File: config.mk
export PLATFORM = sky130hd
export DESIGN_NAME = psir_device_flat
export DESIGN_NICKNAME = d
export VERILOG_FILES = /design/src/common/psir_pkg.sv /design/src/common/psir_link.sv /design/src/logic/psir_irq_pin.sv /design/src/logic/psir_device.sv /design/src/flat_wrapper.sv
export SDC_FILE = /design/constraint.sdc
export NUM_CORES = 1
export LEC_CHECK = 0
export ABC_AREA = 1
export ABC_CLOCK_PERIOD_IN_PS = 2100
export BUFFER_PORTS_ARGS = -buffer_cell sky130_fd_sc_hd__buf_2
export CORE_MARGIN = 3
export CORE_UTILIZATION = 30
export DETAILED_ROUTE_END_ITERATION = 6
export GPL_TIMING_DRIVEN = 0
export SKIP_LAST_GASP = 1
export SYNTH_ARGS = -nofsm -noshare
export SYNTH_HDL_FRONTEND = slang
export SYNTH_HIERARCHICAL = 1
export SYNTH_SLANG_ARGS = --single-unit
File: constraint.sdc
create_clock -name i_clock -period 2.1 [get_ports i_clock]
set_clock_uncertainty 0.15 [all_clocks]
set_input_delay 0.21 -clock i_clock [delete_from_list [all_inputs] [get_ports i_clock]]
set_output_delay 0.21 -clock i_clock [all_outputs]
set_load 0.02 [all_outputs]
File: src/common/psir_pkg.sv
// Purpose: Shared constants and types for the power-state and interrupt-routing link.
// Assumes: Device registers hold 8-bit data behind 7-bit addresses on a four-wire serial link.
// Notes: A frame is 16 bits, MSB first: read flag, 7-bit address, 8-bit data.
// Operation
// - Two states only, changed by software alone.
// - Hold state after power-up.
// - Reset command honoured only in active state.
// - Hold to active within one sample period.
// - Hold state stops clock and sampling.
// - Hold state allows full register writes.
// - Active state: only mode register writable.
// - Active state runs clock and samples continuously.
// - Status register shows two-bit state field.
// - Mode 00 forces hold, 01 forces active.
// - Pins default open-drain active-low, fixed routing.
// - Per-pin drive and polarity at 0x33.
// - Sample plus motion request, FIFO request.
// - Clears via 0x14; 0x31 bit 6 per-bit.
// - Requests swappable or combinable between pins.
// - Combined request pin chosen by 0x31 bit 4.
// - Sample data updates only after a stop.
// - Polling host reads status at sample rate.
// - Global mode: writes to 0x04/0x14 clear all.
// - Per-bit mode: ones clear, bit 5 FIFO.
package psir_pkg;
    localparam int DATA_W = 8;
    localparam int ADDR_W = 7;
    localparam int STATE_FIELD_W = 2;
    localparam int MOTION_COUNT = 5;
    localparam int FIFO_COUNT = 3;
    localparam logic [ADDR_W-1:0] ADDR_STATUS = 7'h01;
    localparam logic [ADDR_W-1:0] ADDR_MODE = 7'h02;
    localparam logic [ADDR_W-1:0] ADDR_CLEAR_ALIAS = 7'h04;
    localparam logic [ADDR_W-1:0] ADDR_SAMPLE = 7'h06;
    localparam logic [ADDR_W-1:0] ADDR_IRQ_FLAGS = 7'h14;
    localparam logic [ADDR_W-1:0] ADDR_RANGE = 7'h20;
    localparam logic [ADDR_W-1:0] ADDR_FIFO_FLAGS = 7'h2F;
    localparam logic [ADDR_W-1:0] ADDR_ROUTING = 7'h31;
    localparam logic [ADDR_W-1:0] ADDR_PIN_DRIVE = 7'h33;
    localparam logic [DATA_W-1:0] REG_RESET = 8'h00;
    localparam int MODE_RESET_BIT = 6;
    localparam int RT_SWAP_BIT = 0;
    localparam int RT_COMBINE_BIT = 1;
    localparam int RT_COMBINED_PIN_BIT = 4;
    localparam int RT_PER_BIT_CLEAR_BIT = 6;
    localparam int PD_A_PUSH_PULL_BIT = 0;
    localparam int PD_A_ACTIVE_HIGH_BIT = 1;
    localparam int PD_B_PUSH_PULL_BIT = 2;
    localparam int PD_B_ACTIVE_HIGH_BIT = 3;
    localparam int FLAG_FIFO_GROUP_BIT = 5;
    localparam int FLAG_SAMPLE_BIT = 7;
    localparam int FRAME_BITS = 16;
    localparam logic [4:0] LAST_ADDR_COUNT = 5'h07;
    localparam logic [4:0] FIRST_DATA_COUNT = 5'h08;
    localparam logic [4:0] LAST_FRAME_COUNT = 5'h0F;
    localparam logic [4:0] FRAME_COUNT = 5'h10;
    localparam int CLOCK_NS = 10;
    localparam int WAKE_LIMIT_NS = 10000;
    localparam int WAKE_LIMIT_CYCLES = WAKE_LIMIT_NS / CLOCK_NS;
    localparam int APB_ADDR_W = 8;
    localparam logic [APB_ADDR_W-1:0] HOST_CMD_ADDR = 8'h00;
    localparam logic [APB_ADDR_W-1:0] HOST_STATUS_ADDR = 8'h04;
    localparam int CMD_READ_BIT = 15;
    localparam int STATUS_BUSY_BIT = 8;
    localparam int STATUS_PIN_A_BIT = 9;
    localparam int STATUS_PIN_B_BIT = 10;
    typedef enum logic [1:0] {OP_HOLD = 2'h0, OP_ACTIVE = 2'h1} op_state_e;
    typedef enum logic [1:0] {H_IDLE = 2'h0, H_LOW = 2'h1, H_HIGH = 2'h3, H_TAIL = 2'h2} host_state_e;
endpackage : psir_pkg

File: src/common/psir_link.sv
// Purpose: Serial register link and two interrupt pins between host and device.
// Assumes: Interrupt wires carry a pull-up, so an undriven pin reads high.
// Notes: The pin level is resolved here from each driver's output and enable.
`timescale 1ns/100ps
interface psir_link;
    logic sck;
    logic csn;
    logic mosi;
    logic miso;
    logic irq_a_out;
    logic irq_a_oe;
    logic irq_b_out;
    logic irq_b_oe;
    logic irq_pin_a;
    logic irq_pin_b;

    assign irq_pin_a = irq_a_oe ? irq_a_out : 1'h1;
    assign irq_pin_b = irq_b_oe ? irq_b_out : 1'h1;

    modport device (input sck, input csn, input mosi, output miso,
                    output irq_a_out, output irq_a_oe, output irq_b_out, output irq_b_oe);
    modport host (output sck, output csn, output mosi, input miso, input irq_pin_a, input irq_pin_b);
endinterface : psir_link

File: src/logic/psir_irq_pin.sv
// Purpose: Drives one interrupt pin from a request with selectable drive and polarity.
// Assumes: Controls come from registers on the same clock.
// Notes: Open-drain can only pull low, so a high level releases the pin.
`timescale 1ns/100ps
module psir_irq_pin (
    input wire logic i_clock,
    input wire logic i_srst,
    input wire logic i_request,
    input wire logic i_push_pull,
    input wire logic i_active_high,
    output logic o_pin,
    output logic o_pin_oe
);
    typedef struct packed {
        logic pin;
        logic oe;
    } pin_state_s;
    pin_state_s s;
    pin_state_s next_s;
    logic level;

    always_comb begin
        level = i_request ? i_active_high : !i_active_high;
        next_s = s;
        if (i_push_pull) begin
            next_s.pin = level;
            next_s.oe = 1'h1;
        end else begin
            next_s.pin = 1'h0;
            next_s.oe = !level;
        end
    end

    always_ff @(posedge i_clock) begin
        if (i_srst) begin
            s <= '0;
        end else begin
            s <= next_s;
        end
    end

    assign o_pin = s.pin;
    assign o_pin_oe = s.oe;
endmodule : psir_irq_pin

File: src/logic/psir_device.sv
// Purpose: Device end: operating states, register access, interrupt flags and pin routing.
// Assumes: Event inputs are one-cycle pulses on i_clock; link pins are asynchronous.
// Notes: Link is mode 0 serial, sampled on rising clock edge, MSB first.
//
// Register access over APB is this design's own decision.
`timescale 1ns/100ps
module psir_device #(
    parameter int SAMPLE_CYCLES = psir_pkg::WAKE_LIMIT_CYCLES
) (
    input wire logic i_clock,
    input wire logic i_srst,
    psir_link.device link,
    input wire logic [psir_pkg::MOTION_COUNT-1:0] i_motion_events,
    input wire logic [psir_pkg::FIFO_COUNT-1:0] i_fifo_events,
    input wire logic [psir_pkg::DATA_W-1:0] i_sample_value,
    output logic o_clock_run,
    output logic o_sample_pulse
);
    import psir_pkg::*;

    localparam int DIV_W = $clog2(SAMPLE_CYCLES + 1);

    typedef struct packed {
        logic sck_s1;
        logic sck_s2;
        logic sck_d;
        logic csn_s1;
        logic csn_s2;
        logic csn_d;
        logic mosi_s1;
        logic mosi_s2;
        logic [4:0] bit_cnt;
        logic [FRAME_BITS-2:0] rx;
        logic [DATA_W-1:0] tx;
        logic miso;
        op_state_e op;
        logic clock_run;
        logic [DATA_W-1:0] range_cfg;
        logic [DATA_W-1:0] routing;
        logic [DATA_W-1:0] pin_drive;
        logic [DATA_W-1:0] sample_data;
        logic [MOTION_COUNT-1:0] motion_flags;
        logic sample_flag;
        logic [FIFO_COUNT-1:0] fifo_flags;
        logic stop_seen;
        logic [DIV_W-1:0] div;
        logic sample_pulse;
    } dev_state_s;

    dev_state_s s;
    dev_state_s next_s;
    logic rise;
    logic fall;
    logic wr_strobe;
    logic [ADDR_W-1:0] rd_addr;
    logic [ADDR_W-1:0] wr_addr;
    logic [DATA_W-1:0] wr_data;
    logic hold;
    logic soft_reset;
    logic clr_sample;
    logic [MOTION_COUNT-1:0] clr_motion;
    logic [FIFO_COUNT-1:0] clr_fifo;
    logic sample_now;
    logic req_sample_motion;
    logic req_fifo;
    logic to_pin_a;
    logic to_pin_b;

    // Register read view; reserved bits and unmapped addresses read as zero.
    function automatic logic [DATA_W-1:0] read_reg(input dev_state_s st, input logic [ADDR_W-1:0] a);
        logic [DATA_W-1:0] v;
        v = REG_RESET;
        case (a)
            ADDR_STATUS, ADDR_MODE: begin
                v[STATE_FIELD_W-1:0] = st.op;
            end
            ADDR_RANGE: begin
                v = st.range_cfg;
            end
            ADDR_SAMPLE: begin
                v = st.sample_data;
            end
            ADDR_IRQ_FLAGS: begin
                v[MOTION_COUNT-1:0] = st.motion_flags;
                v[FLAG_FIFO_GROUP_BIT] = |st.fifo_flags;
                v[FLAG_SAMPLE_BIT] = st.sample_flag;
            end
            ADDR_FIFO_FLAGS: begin
                v[FIFO_COUNT-1:0] = st.fifo_flags;
            end
            ADDR_ROUTING: begin
                v = st.routing;
            end
            ADDR_PIN_DRIVE: begin
                v = st.pin_drive;
            end
            default: begin
                v = REG_RESET;
            end
        endcase
        return v;
    endfunction : read_reg

    always_comb begin
        next_s = s;
        next_s.sck_s1 = link.sck;
        next_s.sck_s2 = s.sck_s1;
        next_s.sck_d = s.sck_s2;
        next_s.csn_s1 = link.csn;
        next_s.csn_s2 = s.csn_s1;
        next_s.csn_d = s.csn_s2;
        next_s.mosi_s1 = link.mosi;
        next_s.mosi_s2 = s.mosi_s1;
        next_s.sample_pulse = 1'h0;
        hold = (s.op == OP_HOLD);
        rise = !s.csn_s2 && s.sck_s2 && !s.sck_d;
        fall = !s.csn_s2 && !s.sck_s2 && s.sck_d && (s.bit_cnt >= FIRST_DATA_COUNT);
        rd_addr = {s.rx[ADDR_W-2:0], s.mosi_s2};
        wr_addr = s.rx[DATA_W-1 +: ADDR_W];
        wr_data = {s.rx[DATA_W-2:0], s.mosi_s2};
        wr_strobe = rise && (s.bit_cnt == LAST_FRAME_COUNT) && !s.rx[FRAME_BITS-2];
        soft_reset = 1'h0;
        clr_sample = 1'h0;
        clr_motion = '0;
        clr_fifo = '0;

        // Serial frame: shift in, answer reads from the data byte onward.
        if (s.csn_s2) begin
            next_s.bit_cnt = '0;
        end else if (rise && (s.bit_cnt != FRAME_COUNT)) begin
            next_s.rx = {s.rx[FRAME_BITS-3:0], s.mosi_s2};
            next_s.bit_cnt = s.bit_cnt + 5'h01;
            if ((s.bit_cnt == LAST_ADDR_COUNT) && s.rx[ADDR_W-1]) begin
                next_s.tx = read_reg(s, rd_addr);
            end
        end
        if (fall) begin
            next_s.miso = s.tx[DATA_W-1];
            next_s.tx = {s.tx[DATA_W-2:0], 1'h0};
        end

        // Register writes: full access in hold, mode register only when active.
        if (wr_strobe) begin
            case (wr_addr)
                ADDR_MODE: begin
                    if (!hold && wr_data[MODE_RESET_BIT]) begin
                        soft_reset = 1'h1;
                    end else if (wr_data[STATE_FIELD_W-1:0] == OP_HOLD) begin
                        next_s.op = OP_HOLD;
                    end else if (wr_data[STATE_FIELD_W-1:0] == OP_ACTIVE) begin
                        next_s.op = OP_ACTIVE;
                    end
                end
                ADDR_RANGE: begin
                    if (hold) begin
                        next_s.range_cfg = wr_data;
                    end
                end
                ADDR_ROUTING: begin
                    if (hold) begin
                        next_s.routing = wr_data;
                    end
                end
                ADDR_PIN_DRIVE: begin
                    if (hold) begin
                        next_s.pin_drive = wr_data;
                    end
                end
                default: begin
                end
            endcase
            // Clearing is an address effect and is allowed in either state.
            if (!s.routing[RT_PER_BIT_CLEAR_BIT]) begin
                if ((wr_addr == ADDR_IRQ_FLAGS) || (wr_addr == ADDR_CLEAR_ALIAS)) begin
                    clr_sample = 1'h1;
                    clr_motion = '1;
                    clr_fifo = '1;
                end
            end else if (wr_addr == ADDR_IRQ_FLAGS) begin
                clr_sample = wr_data[FLAG_SAMPLE_BIT];
                clr_motion = wr_data[MOTION_COUNT-1:0];
                clr_fifo = {FIFO_COUNT{wr_data[FLAG_FIFO_GROUP_BIT]}};
            end
        end

        // Sample timer runs only while active; held at zero otherwise.
        sample_now = 1'h0;
        if (hold) begin
            next_s.div = '0;
        end else if (s.div == DIV_W'(SAMPLE_CYCLES - 1)) begin
            next_s.div = '0;
            sample_now = 1'h1;
        end else begin
            next_s.div = s.div + DIV_W'(1);
        end
        if (sample_now) begin
            next_s.sample_pulse = 1'h1;
            if (s.stop_seen) begin
                next_s.sample_data = i_sample_value;
                next_s.stop_seen = 1'h0;
            end
        end
        // A frame end in the same cycle still counts for the next sample.
        if (s.csn_s2 && !s.csn_d) begin
            next_s.stop_seen = 1'h1;
        end

        // New events win over a clear in the same cycle.
        next_s.sample_flag = (s.sample_flag && !clr_sample) || sample_now;
        next_s.motion_flags = (s.motion_flags & ~clr_motion) | (hold ? '0 : i_motion_events);
        next_s.fifo_flags = (s.fifo_flags & ~clr_fifo) | (hold ? '0 : i_fifo_events);

        if (soft_reset) begin
            next_s.op = OP_HOLD;
            next_s.range_cfg = REG_RESET;
            next_s.routing = REG_RESET;
            next_s.pin_drive = REG_RESET;
            next_s.sample_data = REG_RESET;
            next_s.sample_flag = 1'h0;
            next_s.motion_flags = '0;
            next_s.fifo_flags = '0;
            next_s.div = '0;
        end
        next_s.clock_run = (next_s.op == OP_ACTIVE);

        // Request grouping and pin routing.
        req_sample_motion = s.sample_flag || (|s.motion_flags);
        req_fifo = |s.fifo_flags;
        if (s.routing[RT_COMBINE_BIT]) begin
            to_pin_a = !s.routing[RT_COMBINED_PIN_BIT] && (req_sample_motion || req_fifo);
            to_pin_b = s.routing[RT_COMBINED_PIN_BIT] && (req_sample_motion || req_fifo);
        end else if (s.routing[RT_SWAP_BIT]) begin
            to_pin_a = req_fifo;
            to_pin_b = req_sample_motion;
        end else begin
            to_pin_a = req_sample_motion;
            to_pin_b = req_fifo;
        end
    end

    always_ff @(posedge i_clock) begin
        if (i_srst) begin
            s <= '0;
            s.sck_s1 <= 1'h0;
            s.csn_s1 <= 1'h1;
            s.csn_s2 <= 1'h1;
            s.csn_d <= 1'h1;
            s.op <= OP_HOLD;
        end else begin
            s <= next_s;
        end
    end

    psir_irq_pin pin_a (
        .i_clock(i_clock),
        .i_srst(i_srst),
        .i_request(to_pin_a),
        .i_push_pull(s.pin_drive[PD_A_PUSH_PULL_BIT]),
        .i_active_high(s.pin_drive[PD_A_ACTIVE_HIGH_BIT]),
        .o_pin(link.irq_a_out),
        .o_pin_oe(link.irq_a_oe)
    );

    psir_irq_pin pin_b (
        .i_clock(i_clock),
        .i_srst(i_srst),
        .i_request(to_pin_b),
        .i_push_pull(s.pin_drive[PD_B_PUSH_PULL_BIT]),
        .i_active_high(s.pin_drive[PD_B_ACTIVE_HIGH_BIT]),
        .o_pin(link.irq_b_out),
        .o_pin_oe(link.irq_b_oe)
    );

    assign link.miso = s.miso;
    assign o_clock_run = s.clock_run;
    assign o_sample_pulse = s.sample_pulse;
endmodule : psir_device

File: src/flat_wrapper.sv
// flat-port wrapper written by rule: the top's interface ports become plain ports
module psir_device_flat import psir_pkg::*;
#(
    parameter int SAMPLE_CYCLES = psir_pkg::WAKE_LIMIT_CYCLES
)
  (i_clock, i_srst, i_motion_events, i_fifo_events, i_sample_value, o_clock_run, o_sample_pulse, link_sck, link_csn, link_mosi, link_miso, link_irq_a_out, link_irq_a_oe, link_irq_b_out, link_irq_b_oe);
  psir_link link_i ();
  input wire logic i_clock;
  input wire logic i_srst;
  input wire logic [psir_pkg::MOTION_COUNT-1:0] i_motion_events;
  input wire logic [psir_pkg::FIFO_COUNT-1:0] i_fifo_events;
  input wire logic [psir_pkg::DATA_W-1:0] i_sample_value;
  output logic o_clock_run;
  output logic o_sample_pulse;
  input wire logic [$bits(link_i.sck)-1:0] link_sck;
  input wire logic [$bits(link_i.csn)-1:0] link_csn;
  input wire logic [$bits(link_i.mosi)-1:0] link_mosi;
  output wire logic [$bits(link_i.miso)-1:0] link_miso;
  output wire logic [$bits(link_i.irq_a_out)-1:0] link_irq_a_out;
  output wire logic [$bits(link_i.irq_a_oe)-1:0] link_irq_a_oe;
  output wire logic [$bits(link_i.irq_b_out)-1:0] link_irq_b_out;
  output wire logic [$bits(link_i.irq_b_oe)-1:0] link_irq_b_oe;
  assign link_i.sck = link_sck;
  assign link_i.csn = link_csn;
  assign link_i.mosi = link_mosi;
  assign link_miso = link_i.miso;
  assign link_irq_a_out = link_i.irq_a_out;
  assign link_irq_a_oe = link_i.irq_a_oe;
  assign link_irq_b_out = link_i.irq_b_out;
  assign link_irq_b_oe = link_i.irq_b_oe;
  psir_device #(.SAMPLE_CYCLES(SAMPLE_CYCLES)) u_core (.i_clock(i_clock), .i_srst(i_srst), .link(link_i), .i_motion_events(i_motion_events), .i_fifo_events(i_fifo_events), .i_sample_value(i_sample_value), .o_clock_run(o_clock_run), .o_sample_pulse(o_sample_pulse));
endmodule
Word-level counts from Yosys, hierarchy flattened
Index checks and enable logic that the tools add are counted.
{"block": "op_classes", "add_sub_neg": 2, "magnitude_cmp": 1, "eq_ne": 21, "mux": 45, "n_bitwise": 9, "n_reduce_logical": 51}
{"op": "equality test 7 x 6 -> 1 bit (second input constant)", "count": 7}
{"op": "two-way mux 5 bit", "count": 5}
{"op": "two-way mux 8 bit", "count": 3}
{"op": "two-way mux 1 bit", "count": 20}
{"op": "two-way mux 3 bit", "count": 5}
{"op": "case mux 3 bit (5 select lines)", "count": 1}
{"op": "AND reduction 3 bit", "count": 5}
{"op": "equality test 7 x 2 -> 1 bit (second input constant)", "count": 2}
{"op": "equality test 7 x 3 -> 1 bit (second input constant)", "count": 2}
{"op": "equality test 7 x 5 -> 1 bit (second input constant)", "count": 2}
{"op": "logical AND 1 bit", "count": 14}
{"op": "case mux 2 bit (7 select lines)", "count": 1}
{"op": "zero test 1 bit", "count": 12}
{"op": "two-way mux 2 bit", "count": 6}
{"op": "OR reduction 2 bit", "count": 6}
{"op": "adder 10 x 1 -> 10 bit (second input constant)", "count": 1}
{"op": "equality test 10 bit (second input constant)", "count": 1}
{"op": "two-way mux 9 bit", "count": 1}
{"op": "equality test 7 x 1 -> 1 bit (second input constant)", "count": 1}
{"op": "case mux 1 bit (6 select lines)", "count": 1}
{"op": "nonzero test 2 bit", "count": 3}
{"op": "adder 5 x 1 -> 5 bit (second input constant)", "count": 1}
{"op": "bitwise AND 5 bit", "count": 1}
{"op": "equality test 5 x 3 -> 1 bit (second input constant)", "count": 1}
{"op": "19 further kinds", "count": 27}
{"block": "totals", "regBits": 97, "input_bits": 21, "output_inout_bits": 7}

Logic depth before layout (Yosys ltp)
Gate-level depths: netlist of run 1.
{"block": "depth", "depth_word": 9, "mapped_depth": 13, "mapped_depth_nobuf": 12}

Hierarchy
Netlist of run 1, hierarchy kept.
{"mod": "psir_device", "n_inst": 1, "cells_per_inst": 646, "area_each_um2": 4461.8}
{"mod": "psir_irq_pin", "n_inst": 2, "cells_per_inst": 11, "area_each_um2": 78.8}

Worst setup path after synthesis of run 1
OpenSTA, ideal clock, no wires.
{"block": "synth_path", "path_type": "register -> register", "startpoint": "reg u_core/s[80] (netlist name)", "endpoint": "reg u_core/s[45] (netlist name)", "setup_time_ns": 0.120, "t_arrival_ns": 1.590, "path_slack_ns": 0.240, "stages_incl_launch_ff": 13, "n_path_buf": 1, "period_less_slack_ns": 1.860, "path_cell_list": "dfxtp_1 ha_1 nand2_1 nor2_1 ha_1 nand2_1 nor3_4 nand2_1 inv_2 buf_6 nand2_1 nand2_1 a21oi_1"}
{"block": "synth_between", "elab_chain_cells": 5, "word_cells_on_any_way": 6, "classes_between": "eq/ne (1); mux (1); reduce/logical (4)"}
{"element": "from (decl)", "line": "psir_device.sv:50", "rtl": "dev_state_s s;"}
{"element": "from (signal assigned)", "line": "psir_device.sv:250", "rtl": "s <= next_s;"}
{"element": "equality test 5 x 4 -> 1 bit (*)", "line": "psir_device.sv:121", "rtl": "wr_strobe = rise && (s.bit_cnt == LAST_FRAME_COUNT) && !s.rx[FRAME_BITS-2];"}
{"element": "logical AND 1 bit (*) (2 in series)", "line": "psir_device.sv:121"}
{"element": "two-way mux 1 bit", "line": "psir_device.sv:143", "rtl": "if (wr_strobe) begin"}
{"element": "OR reduction 2 bit (no line)"}
Every way passes the cells marked *; elsewhere a longest branch is shown, timed or not.
A chain may end at the register's enable or synchronous reset.

Final worst setup path of run 1
{"block": "layout_path", "startpoint": "reg u_core/s[81] (netlist name)", "endpoint": "reg u_core/s[36] (netlist name)"}
Same word-level chain as after synthesis.

==> results of run 1 <==
layout make-up:
type,instances,area (sq um)
Clock inverter,7,81.3
Tap cell,184,230
Timing Repair Buffer,59,457
Inverter,68,275
Sequential cell,97,1940
Buffer,20,151
Clock buffer,9,225
Fill cell,1549,8990
Multi-Input combinational cell,486,2450
Yosys cell counts:
cell | count | share of area, %
o21ai_1 | 4 | 0.43
and2_1 | 1 | 0.14
a21oi_1 | 62 | 6.7
nor3_4 | 2 | 0.70
nor3_1 | 4 | 0.43
nor3b_1 | 1 | 0.16
nor2_2 | 6 | 0.81
o21bai_1 | 2 | 0.32
buf_4 | 2 | 0.32
nor4_1 | 1 | 0.14
nand4_1 | 6 | 0.81
or2_2 | 5 | 0.68
clkinv_2 | 1 | 0.11
buf_6 | 1 | 0.24
o21ai_0 | 33 | 3.6
nand3_1 | 53 | 5.7
nor4_4 | 1 | 0.46
buf_8 | 1 | 0.32
dfxtp_1 | 97 | 42
nor2_4 | 3 | 0.73
nor3_2 | 2 | 0.43
a21boi_2 | 1 | 0.24
buf_1 | 2 | 0.16
a21oi_2 | 3 | 0.57
buf_2 | 9 | 0.98
nand3b_1 | 2 | 0.32
nor2_1 | 90 | 7.3
nand2_2 | 9 | 1.2
inv_2 | 12 | 0.98
nor3b_2 | 1 | 0.27
nand4_2 | 1 | 0.27
inv_1 | 55 | 4.5
xnor2_1 | 1 | 0.19
nand2_1 | 175 | 14
ha_1 | 4 | 1.1
nand2_4 | 2 | 0.49
xor2_1 | 4 | 0.76
clkbuf_1 | 5 | 0.41
o21ai_2 | 3 | 0.57
a211oi_1 | 1 | 0.16
stage by stage:
stage               hold WS [ns]  area, sq um  setup TNS, ns  std cells  worst slack, ns
floorplan                  0.164         4620              0        668            0.240
global placement           0.241         4980         -0.647        879          -0.0440
detailed placement         0.242         4980         -0.696        879          -0.0440
CTS                       0.0705         5570       -0.00248        918         -0.00248
global route               0.107         5820        -0.0379        930          -0.0122
finish                    0.0898         5820              0        930           0.0764
cell families after synthesis:
group,count (synthesis)
fa+ha+maj,4
simple gates,365
compound gates,109
buf+inv,88
flops,97
xor+xnor,5
final timing paths:
kind                           from               endpoint  slack, ns  depth (start not counted)
hold / removal               i_srst  u_core/pin_a/o_pin_oe       0.09                          4
hold reg to reg   u_core/next_s[85]      u_core/rd_addr[0]       0.25                          2
setup / recovery       u_core/s[81]           u_core/s[36]       0.08                         11
setup reg to reg       u_core/s[81]           u_core/s[36]       0.08                         11
per-layer routing:
metal	share of wire, %	global-route usage, %	up-vias
met2	45	22.8	126
met1	47	21.0	2036
met5	0	0	-
li1	-	-	2293
met4	2.3	5.93	0
met3	6.1	3.93	24
timing repair:
action | 4_1_cts | 5_1_grt
setup endpoints to repair | 33 | 54
hold buffers | 19 | 0
pin swaps | 1 | 14
hold endpoints to repair | 19 | 0
cloned | 0 | 4
gates resized for setup | 14 | 35
buffers inserted | 4 | 9
tightest hold or removal path: stages:
cell,delay [ns]
buf_2,0.15
inv_1,0.08
nand3_1,0.07
nand2_1,0.05
flip-flops by register name (all words and copies together), names as in the netlist:
name                   flops
u_core/link.miso           1
u_core/o_sample_pulse      1
u_core/o_clock_run         1
u_core/rd_addr             7
u_core/pin_b/o_pin         1
u_core/next_s              5
u_core/pin_b/o_pin_oe      1
u_core/s                  78
u_core/pin_a/o_pin         1
u_core/pin_a/o_pin_oe      1
power by group:
part           leakage, nW  internal, mW  total, mW  switching [mW]
clock network        0.153         0.947       1.72           0.776
registers            0.784          1.85       1.85         0.00638
logic                 1.40        0.0704      0.163          0.0922
total                 2.34          2.87       3.74           0.874
==> results by group, run 1 <==
Placed design
  • Hpwl dp: 8.77 mm
  • I/O Buffers: 27
  • Routability cong.: between 0.9 and 1

STA
  • Worst-Margin Slew: roughly 0.64 ns
  • Slew Limit Fails: 0
  • Final setup vio count: 0
  • Max Freq: 494 MHz
  • Unrepaired setup endpoints after global routing: yes
  • Max transition margin: a little under three fifths
  • Crit path time final: ~2 ns
  • Period utilization: 96.4%
  • Hold Violations, Final: 0

Logic synthesis
  • Synth Register Bits: 97
  • Post-synthesis mux area share: 0%
  • Register area share after synthesis: between 40% and 50%
  • Synth Area in XOR/XNOR: less than 1%
  • Synth Area in Compound Gates: 12.6%
  • Net Count, Synth: 693
  • Largest family of logic cells by synthesized area: simple AND/OR/NAND/NOR gates
  • Synth cell types: 40
  • Synth Area in Adders: between 1 and 1.5%
  • Ys Warns: 6
  • Gate Count Post-Synth: roughly 670
  • Average cell area after synthesis: roughly 6.9 sq um
  • Post-synthesis cell area: 0.00462 sq mm
  • Simple-Gate Fraction of Synth Area: ~35%

Cells and area
  • Final core occ: between 30 and 40%
  • Ratio of cells with drive above 1 in the final layout: between 10% and 20%
  • Nets@finish: between 700 and 800
  • Antenna Cells: 0
  • Most frequent cells in the layout: 168 x nand2_1, 95 x dfxtp_1, 88 x nor2_1, 56 x a21oi_1, 55 x inv_1
  • Layout Area Growth over Synthesis: 26.0%
  • Most common cell after layout, fill and taps aside: nand2_1

Setup path
  • Largest stage delay, worst path: 0.36 ns
  • WS Path Type: reg2reg
  • Worst Path Required: approximately 2.2 ns
  • Crit Path Max Fanout: 10
  • Buffers & Inverters on Critical Path: 2
  • CP startpoint kind: flip-flop
  • Worst-path cell chain: ha_4 > nand2_2 > nor2_2 > ha_2 > nand2_2 > nor3_4 > buf_4 > nand3_4 > nand2_8 > buf_8 > a21oi_1
  • CP endpoint kind: flip-flop
  • Most Frequent Cell on Critical Path: nand2_2
  • Slowest CP cell: dfxtp_2
  • CP delay by family, top: simple AND/OR/NAND/NOR gates
  • Worst EP arrival: 2.12 ns

Run
  • Maximum Capacitance Violations: 0

GRT
  • First-pass GRT wire length: between 20 and 25 mm
  • GRT Total Usage: between 10% and 20%
  • Largest net degree at the start of global routing: 19
  • Vias in the first global route: 4027
  • Initial antenna violation count: 0
  • Gr ovfl total: 0

Floorplanning
  • Initial Util: approximately 31%
  • Die height: approximately 130 um
  • # IOs: 28
  • Die width: 130 um
  • Row cnt: between 40 and 50
  • Core area: between 0.01 and 0.015 sq mm
  • Die area: between 0.015 and 0.02 sq mm

Drt
  • Drt wl/cell: 13.8 um
  • Routed wire length: between 10 and 15 mm
  • DRT antenna net count: 0
  • DRT Pass-1 Iters: 5
  • Via-to-Cell Ratio: ~4.8
  • Iter 0 DRT Violations: about 390
  • # DRC: 0
  • Vias: approximately 4.5k

Power
  • P per Cell Area: roughly 640 mW/mm^2
  • Static leakage: between 2 and 2.5 nW
  • VDD IR-drop max: ~0.00044 V
  • Tot Pwr: between 3 and 4 mW

Hold path
  • HP Class: in2reg

Clock network
  • CTS Root Buffer Type: clkbuf_16
  • Latest clock arrival within the worst-skew pair: between 0.3 and 0.4 ns
  • CTS clk-pin slew, worst paths: 0.07 ns
  • Clock Tree Buf Depth: 2
  • CTS tree: done
  • Clock sink count: 97
  • H-tree depth reported by CTS: 3
  • CTS buffer count: 9

Status
  • Status: finished clean
Power figures use the tool's default switching activity.
==> inputs of run 2 (changes only) <==
--- a/config.mk
+++ b/config.mk
@@ -9,7 +9,7 @@
 export ABC_CLOCK_PERIOD_IN_PS = 2100
 export BUFFER_PORTS_ARGS = -buffer_cell sky130_fd_sc_hd__buf_2
 export CORE_MARGIN = 3
-export CORE_UTILIZATION = 30
+export CORE_UTILIZATION = 45
 export DETAILED_ROUTE_END_ITERATION = 6
 export GPL_TIMING_DRIVEN = 0
 export SKIP_LAST_GASP = 1
==> results by group, run 2 (synthesis results as in run 1) <==
Status
  • Status: finished clean (unchanged)

Floorplanning
  • Die area: 0.0115 sq mm (was 0.0169 sq mm)
  • Die height: 107 um (was 130 um)
  • Row cnt: 36 (was 44)
  • Initial Util: 46.8% (was 31.2%)
  • Core area: 0.00986 sq mm (was 0.0148 sq mm)
  • Die width: 107 um (was 130 um)
  • # IOs: 28 (unchanged)

Power
  • Static leakage: 2.31 nW (was 2.34 nW)
  • NetSw: 768 uW (was 874 uW)
  • Clock Power Share: 40.3% (was 46.1%)
  • Sw Share: 22.9% (was 23.4%)
  • P per Cell Area: 591 mW/mm^2 (was 643 mW/mm^2)
  • VDD IR-drop max: 0.000568 V (was 0.000445 V)
  • Comb power frac: 4.4% (was 4.3%)
  • Tot Pwr: 3.35 mW (was 3.74 mW)
  • Int Pwr: 2.58 mW (was 2.87 mW)
  • Flop pwr share: 55.3% (was 49.6%)

Clock network
  • CTS Root Buffer Type: clkbuf_8 (was clkbuf_16)
  • Latest clock arrival within the worst-skew pair: 0.39 ns (was 0.36 ns)
  • Clock sink count: 97 (unchanged)
  • Clock Tree Buf Depth: 2 (unchanged)
  • H-tree depth reported by CTS: 3 (unchanged)
  • CTS buffer count: 9 (unchanged)
  • CTS clk-pin slew, worst paths: 0.10 ns (was 0.07 ns)
  • CTS tree: done (unchanged)

Drt
  • Via-to-Cell Ratio: 5.16 (was 4.82)
  • # DRC: 0 (unchanged)
  • Drt wl/cell: 14.8 um (was 13.8 um)
  • Iter 0 DRT Violations: 337 (was 389)
  • DRT Pass-1 Iters: 5 (unchanged)
  • Routed wire length: 13.0 mm (was 12.8 mm)
  • DRT antenna net count: 0 (unchanged)
  • Vias: 4538 (was 4479)

STA
  • Slew Limit Fails: 0 (unchanged)
  • Period utilization: 96.1% (was 96.4%)
  • Unrepaired setup endpoints after global routing: yes (unchanged)
  • Crit path time final: 2.02 ns (about the same)
  • Worst-Margin Slew: 0.737 ns (was 0.639 ns)
  • Max transition margin: 50.7% (was 57.2%)
  • Setup tns final: 0 ns (unchanged)
  • Hold Violations, Final: 0 (unchanged)
  • Final setup vio count: 0 (unchanged)
  • Max Freq: 496 MHz (was 494 MHz)

GRT
  • Initial antenna violation count: 0 (unchanged)
  • GRT Total Usage: 23.2% (was 15.2%)
  • Gr ovfl total: 0 (unchanged)
  • Vias in the first global route: 4159 (was 4027)
  • Largest net degree at the start of global routing: 17 (was 19)
  • First-pass GRT wire length: 20.5 mm (was 20.2 mm)

Setup path
  • Reg-to-Reg Start: u_core/s[81] (unchanged)
  • CP endpoint kind: flip-flop (unchanged)
  • WS Path Type: reg2reg (unchanged)
  • CP startpoint kind: flip-flop (unchanged)
  • R2R depth: 11 (unchanged)
  • Worst EP arrival: 2.15 ns (was 2.12 ns)
  • Reg2reg end: u_core/s[50] (was u_core/s[36])
  • Crit Path Max Fanout: 10 (unchanged)
  • Worst Path Required: 2.24 ns (was 2.20 ns)
  • Flop-to-flop setup slack: 0.08 ns (about the same)

Hold path
  • WHS Endpoint: u_core/pin_a/o_pin_oe (unchanged)
  • HP Class: in2reg (unchanged)
  • Hold wc startpoint: i_srst (unchanged)
  • Worst hold stages: 4 (unchanged)

Placed design
  • # placed instances: 828 (was 879)
  • Hpwl dp: 9.25 mm (was 8.77 mm)
  • Routability cong.: 0.932 (was 0.937)
  • I/O Buffers: 27 (unchanged)

Cells and area
  • Fill cell count: 947 (was 1549)
  • Antenna Cells: 0 (unchanged)
  • Nets@finish: 767 (was 766)
  • Largest Register: u_core/s (unchanged)
  • Post-Layout Cell Count: 880 (was 930)
  • Ratio of cells with drive above 1 in the final layout: 20.3% (was 19.4%)
  • Most common cell after layout, fill and taps aside: nand2_1 (unchanged)
  • Most frequent cells in the layout: 164 x nand2_1, 95 x dfxtp_1, 89 x nor2_1, 55 x inv_1, 52 x a21oi_1 (was 168 x nand2_1, 95 x dfxtp_1, 88 x nor2_1, 56 x a21oi_1, 55 x inv_1)
  • Layout Area Growth over Synthesis: 22.9% (was 26.0%)
  • Largest register FFs: 78 (unchanged)

Run
  • Maximum Capacitance Violations: 0 (unchanged)
[run 2: cell count changes in the layout (fill, tap and decap cells not counted), moves of 4 or more]
| cell | delta |
|---|---|
| buf_4 | +4 |
| nand2_1 | -4 |
| clkbuf_8 | +9 |
| inv_6 | -4 |
| a21oi_2 | +4 |
| clkbuf_16 | -10 |
| a21oi_1 | -4 |
[run 2: worst max-delay path: stages (launching register included)]
cell and delay, ns:
dfxtp_4 0.37, ha_4 0.14, nand2_2 0.06, nor2_2 0.11, ha_2 0.18, nand2_2 0.06, nor3_4 0.12, buf_4 0.16
nand3_2 0.10, nand2_4 0.16, buf_4 0.23, a21oi_1 0.07
[run 2: worst max path at each step]
stage,from,to,slack [ns],cells after the start
2_1_floorplan,u_core/s[80],u_core/s[45],0.24,12
3_3_place_gp,u_core/s[80],u_core/s[43],-0.02,13
3_5_place_dp,u_core/s[80],u_core/s[44],-0.03,13
4_1_cts,u_core/s[81],u_core/s[44],0.0009,13
5_1_grt,u_core/s[81],u_core/s[44],-0.04,13
6_report,u_core/s[81],u_core/s[50],0.08,11
[run 2: final cells by class]
cell class,instances,area (sq um),share of cell area (%)
well taps,133,166,2.93
repair buffers,60,459,8.09
clock inverters,6,90.1,1.59
inverters,68,283,4.98
flip-flops and latches,97,1950,34.3
plain buffers,20,124,2.18
multi-input cells,486,2480,43.7
clock buffers,10,128,2.25
[run 2: layer usage]
| metal | GRT usage [%] | vias to the layer above | routed length, um | share of wire, % |
|---|---|---|---|---|
| met5 | 0 | - | 0 | 0 |
| met4 | 8.68 | 0 | 393 | 3.0 |
| met3 | 5.88 | 30 | 732 | 5.6 |
| met2 | 37.8 | 125 | 6170 | 47 |
| met1 | 29.5 | 2098 | 5730 | 44 |
| li1 | - | 2285 | - | - |
[run 2: power groups by stage]
stage | Combinational (mW) | Sequential, mW | Clock (mW)
final | 0.147 | 1.85 | 1.35
after global routing | 0.161 | 1.86 | 1.47
after CTS | 0.138 | 1.85 | 1.39
after detailed placement | 0.110 | 1.90 | 0
after global placement | 0.108 | 1.90 | 0
after floorplan | 0.0656 | 1.90 | 0
[run 2: repair_timing]
| item | in CTS | in global routing |
|---|---|---|
| endpoints found under the hold margin | 19 | 0 |
| hold buffers | 19 | 0 |
| resized for setup | 10 | 45 |
| setup buffers | 3 | 11 |
| pin swaps | 1 | 13 |
| gates cloned | 0 | 3 |
| setup endpoints to repair | 23 | 54 |
[run 2: metrics by stage]
| stage | hold slack [ns] | cell area, sq um | util, % | worst slack [ns] |
|---|---|---|---|---|
| after floorplan | 0.164 | 4620 | - | 0.240 |
| after global placement | 0.241 | 4920 | 49.9 | -0.0249 |
| after detailed placement | 0.247 | 4920 | 49.9 | -0.0269 |
| after CTS | 0.0484 | 5390 | 54.6 | 0.000887 |
| after global routing | 0.0804 | 5680 | 57.5 | -0.0356 |
| final | 0.0664 | 5680 | 57.5 | 0.0827 |
==> inputs of run 3 (changes only) <==
==> constraint.sdc (replaced) <==
create_clock -name i_clock -period 2.1 [get_ports i_clock]
set_clock_uncertainty 0.15 [all_clocks]
set_input_delay 0.63 -clock i_clock [delete_from_list [all_inputs] [get_ports i_clock]]
set_output_delay 0.63 -clock i_clock [all_outputs]
set_load 0.02 [all_outputs]
==> results by group, run 3 (synthesis results as in run 1) <==
Status
  • Status: finished clean (unchanged)

Cells and area
  • Post-Layout Cell Count: 861 (was 880)
  • Antenna Cells: 0 (unchanged)
  • Layout Area Growth over Synthesis: 18.8% (was 22.9%)
  • Ratio of cells with drive above 1 in the final layout: 20.9% (was 20.3%)
  • Most frequent cells in the layout: 164 x nand2_1, 95 x dfxtp_1, 89 x nor2_1, 55 x inv_1, 52 x a21oi_1 (unchanged)
  • Largest register FFs: 78 (unchanged)
  • Largest Register: u_core/s (unchanged)
  • Most common cell after layout, fill and taps aside: nand2_1 (unchanged)
  • Nets@finish: 748 (was 767)

Hold path
  • HP Class: reg2reg (was in2reg)
  • Hold wc startpoint: u_core/next_s[85] (was i_srst)

Placed design
  • Routability cong.: 0.932 (unchanged)
  • I/O Buffers: 27 (unchanged)
  • # placed instances: 828 (unchanged)
  • Hpwl dp: 9.25 mm (unchanged)

GRT
  • Initial antenna violation count: 0 (unchanged)
  • Gr ovfl total: 0 (unchanged)
  • Largest net degree at the start of global routing: 17 (unchanged)
  • GRT Total Usage: 22.8% (was 23.2%)
  • First-pass GRT wire length: 20.1 mm (was 20.5 mm)
  • Vias in the first global route: 4066 (was 4159)

STA
  • Final setup vio count: 0 (unchanged)
  • Max Freq: 491 MHz (was 496 MHz)
  • Max transition margin: 51.3% (was 50.7%)
  • Unrepaired setup endpoints after global routing: yes (unchanged)
  • Min Hold Slack: 0.257 ns (was 0.0664 ns)
  • Hold Violations, Final: 0 (unchanged)
  • Worst-Margin Slew: 0.727 ns (was 0.737 ns)
  • Crit path time final: 2.03 ns (was 2.02 ns)
  • Period utilization: 96.9% (was 96.1%)
  • Slew Limit Fails: 0 (unchanged)

Power
  • Static leakage: 2.23 nW (was 2.31 nW)
  • P per Cell Area: 605 mW/mm^2 (was 591 mW/mm^2)
  • Int Pwr: 2.56 mW (was 2.58 mW)
  • NetSw: 761 uW (was 768 uW)
  • Comb power frac: 3.6% (was 4.4%)
  • Sw Share: 22.9% (about the same)
  • Flop pwr share: 55.8% (was 55.3%)
  • Clock Power Share: 40.6% (was 40.3%)
  • VDD IR-drop max: 0.000568 V (about the same)

Setup path
  • Worst Setup SP: u_core/rd_addr[6] (was u_core/s[81])
  • Most Frequent Cell on Critical Path: nor2_1
  • CP startpoint kind: flip-flop (unchanged)
  • Crit Path Max Fanout: 8 (was 10)
  • Worst Path Required: 2.28 ns (was 2.24 ns)
  • Reg-to-Reg Start: u_core/rd_addr[6] (was u_core/s[81])
  • WS Path Type: reg2reg (unchanged)
  • Largest stage delay, worst path: 0.35 ns (was 0.37 ns)
  • CP endpoint kind: flip-flop (unchanged)
  • Slowest CP cell: o21ai_0 (was dfxtp_4)
  • Worst-path cell chain: buf_2 > inv_2 > nand2_1 > nor2_1 > nand2_1 > o21ai_0 > nor2_1 > nor2_1 > nor2_1 > nor2_1 (was ha_4 > nand2_2 > nor2_2 > ha_2 > nand2_2 > nor3_4 > buf_4 > nand3_2 > nand2_4 > buf_4 > a21oi_1)
  • Worst EP arrival: 2.22 ns (was 2.15 ns)

Clock network
  • CTS buffer count: 9 (unchanged)
  • CTS tree: done (unchanged)
  • H-tree depth reported by CTS: 3 (unchanged)
  • Latest clock arrival within the worst-skew pair: 0.39 ns (about the same)
  • Clock sink count: 97 (unchanged)
  • Cts-stage hold buffer count: 0 (was 19)
  • CTS Root Buffer Type: clkbuf_8 (unchanged)
  • Clock Tree Buf Depth: 2 (unchanged)
  • CTS clk-pin slew, worst paths: 0.10 ns (about the same)

Drt
  • # DRC: 0 (unchanged)
  • DRT antenna net count: 0 (unchanged)
  • Drt wl/cell: 15.0 um (was 14.8 um)
  • Vias: 4490 (was 4538)
  • Via-to-Cell Ratio: 5.21 (was 5.16)
  • DRT Pass-1 Iters: 6 (was 5)
  • Iter 0 DRT Violations: 319 (was 337)
  • Routed wire length: 12.9 mm (was 13.0 mm)

Floorplanning
  • Die height: 107 um (unchanged)
  • Core area: 0.00986 sq mm (unchanged)
  • Die width: 107 um (unchanged)
  • Initial Util: 46.8% (unchanged)
  • # IOs: 28 (unchanged)
  • Row cnt: 36 (unchanged)
  • Die area: 0.0115 sq mm (unchanged)

Run
  • Maximum Capacitance Violations: 0 (unchanged)
==> run 3: final timing paths <==
| path | endpoint | slack (ns) | cells after the start |
|---|---|---|---|
| worst min register to register | u_core/rd_addr[0] | 0.26 | 2 |
| worst max register to register | u_core/s[62] | 0.07 | 10 |
| worst min-delay path | u_core/rd_addr[0] | 0.26 | 2 |
| worst max-delay path | u_core/s[62] | 0.07 | 10 |
==> run 3: metal layers <==
metal	GRT usage [%]	wire, um	part of all wire [%]	vias up
met1	29.4	5810	45	2093
met3	5.88	666	5.2	29
li1	-	-	-	2244
met5	0	0	0	-
met2	36.7	6050	47	124
met4	8.68	375	2.9	0
==> run 3: timing repair <==
action	CTS	global route
pin swaps	1	13
endpoints found under the setup margin	23	54
resized for setup	10	45
setup buffers	3	11
cloned	0	3
==> run 3: power groups by stage <==
stage | clock network, mW | registers (mW) | logic, mW
finish | 1.35 | 1.85 | 0.120
global route | 1.47 | 1.86 | 0.132
CTS | 1.39 | 1.85 | 0.111
detailed placement | 0 | 1.90 | 0.110
global placement | 0 | 1.90 | 0.108
floorplan | 0 | 1.90 | 0.0656
==> run 3: cell type report <==
type	instances	area, sq um
clock buffer	10	128
timing repair buffer	41	269
sequential	97	1950
tap	133	166
multi-input combinational	486	2480
clock inverter	6	90.1
inverter	68	283
buffer	20	124
fill	969	4380
==> run 3: worst max-delay path, delay by kind of cell, from the launching register on <==
| family | cells | cell delay [ns] |
|---|---|---|
| flops | 1 | 0.31 |
| compound gates | 1 | 0.35 |
| simple gates | 7 | 0.81 |
| buf+inv | 2 | 0.36 |
==> run 3: metrics by stage <==
| stage | setup TNS (ns) | area (sq um) | util, % | total power [mW] | setup slack [ns] |
|---|---|---|---|---|---|
| finish | 0 | 5490 | 55.6 | 3.32 | 0.0651 |
| global route | -0.507 | 5490 | 55.6 | 3.46 | -0.0356 |
| CTS | 0 | 5190 | 52.7 | 3.35 | 0.000887 |
| detailed placement | -0.174 | 4920 | 49.9 | 2.01 | -0.0269 |
| global placement | -0.178 | 4920 | 49.9 | 2.01 | -0.0249 |
| floorplan | 0 | 4620 | - | 1.96 | 0.240 |
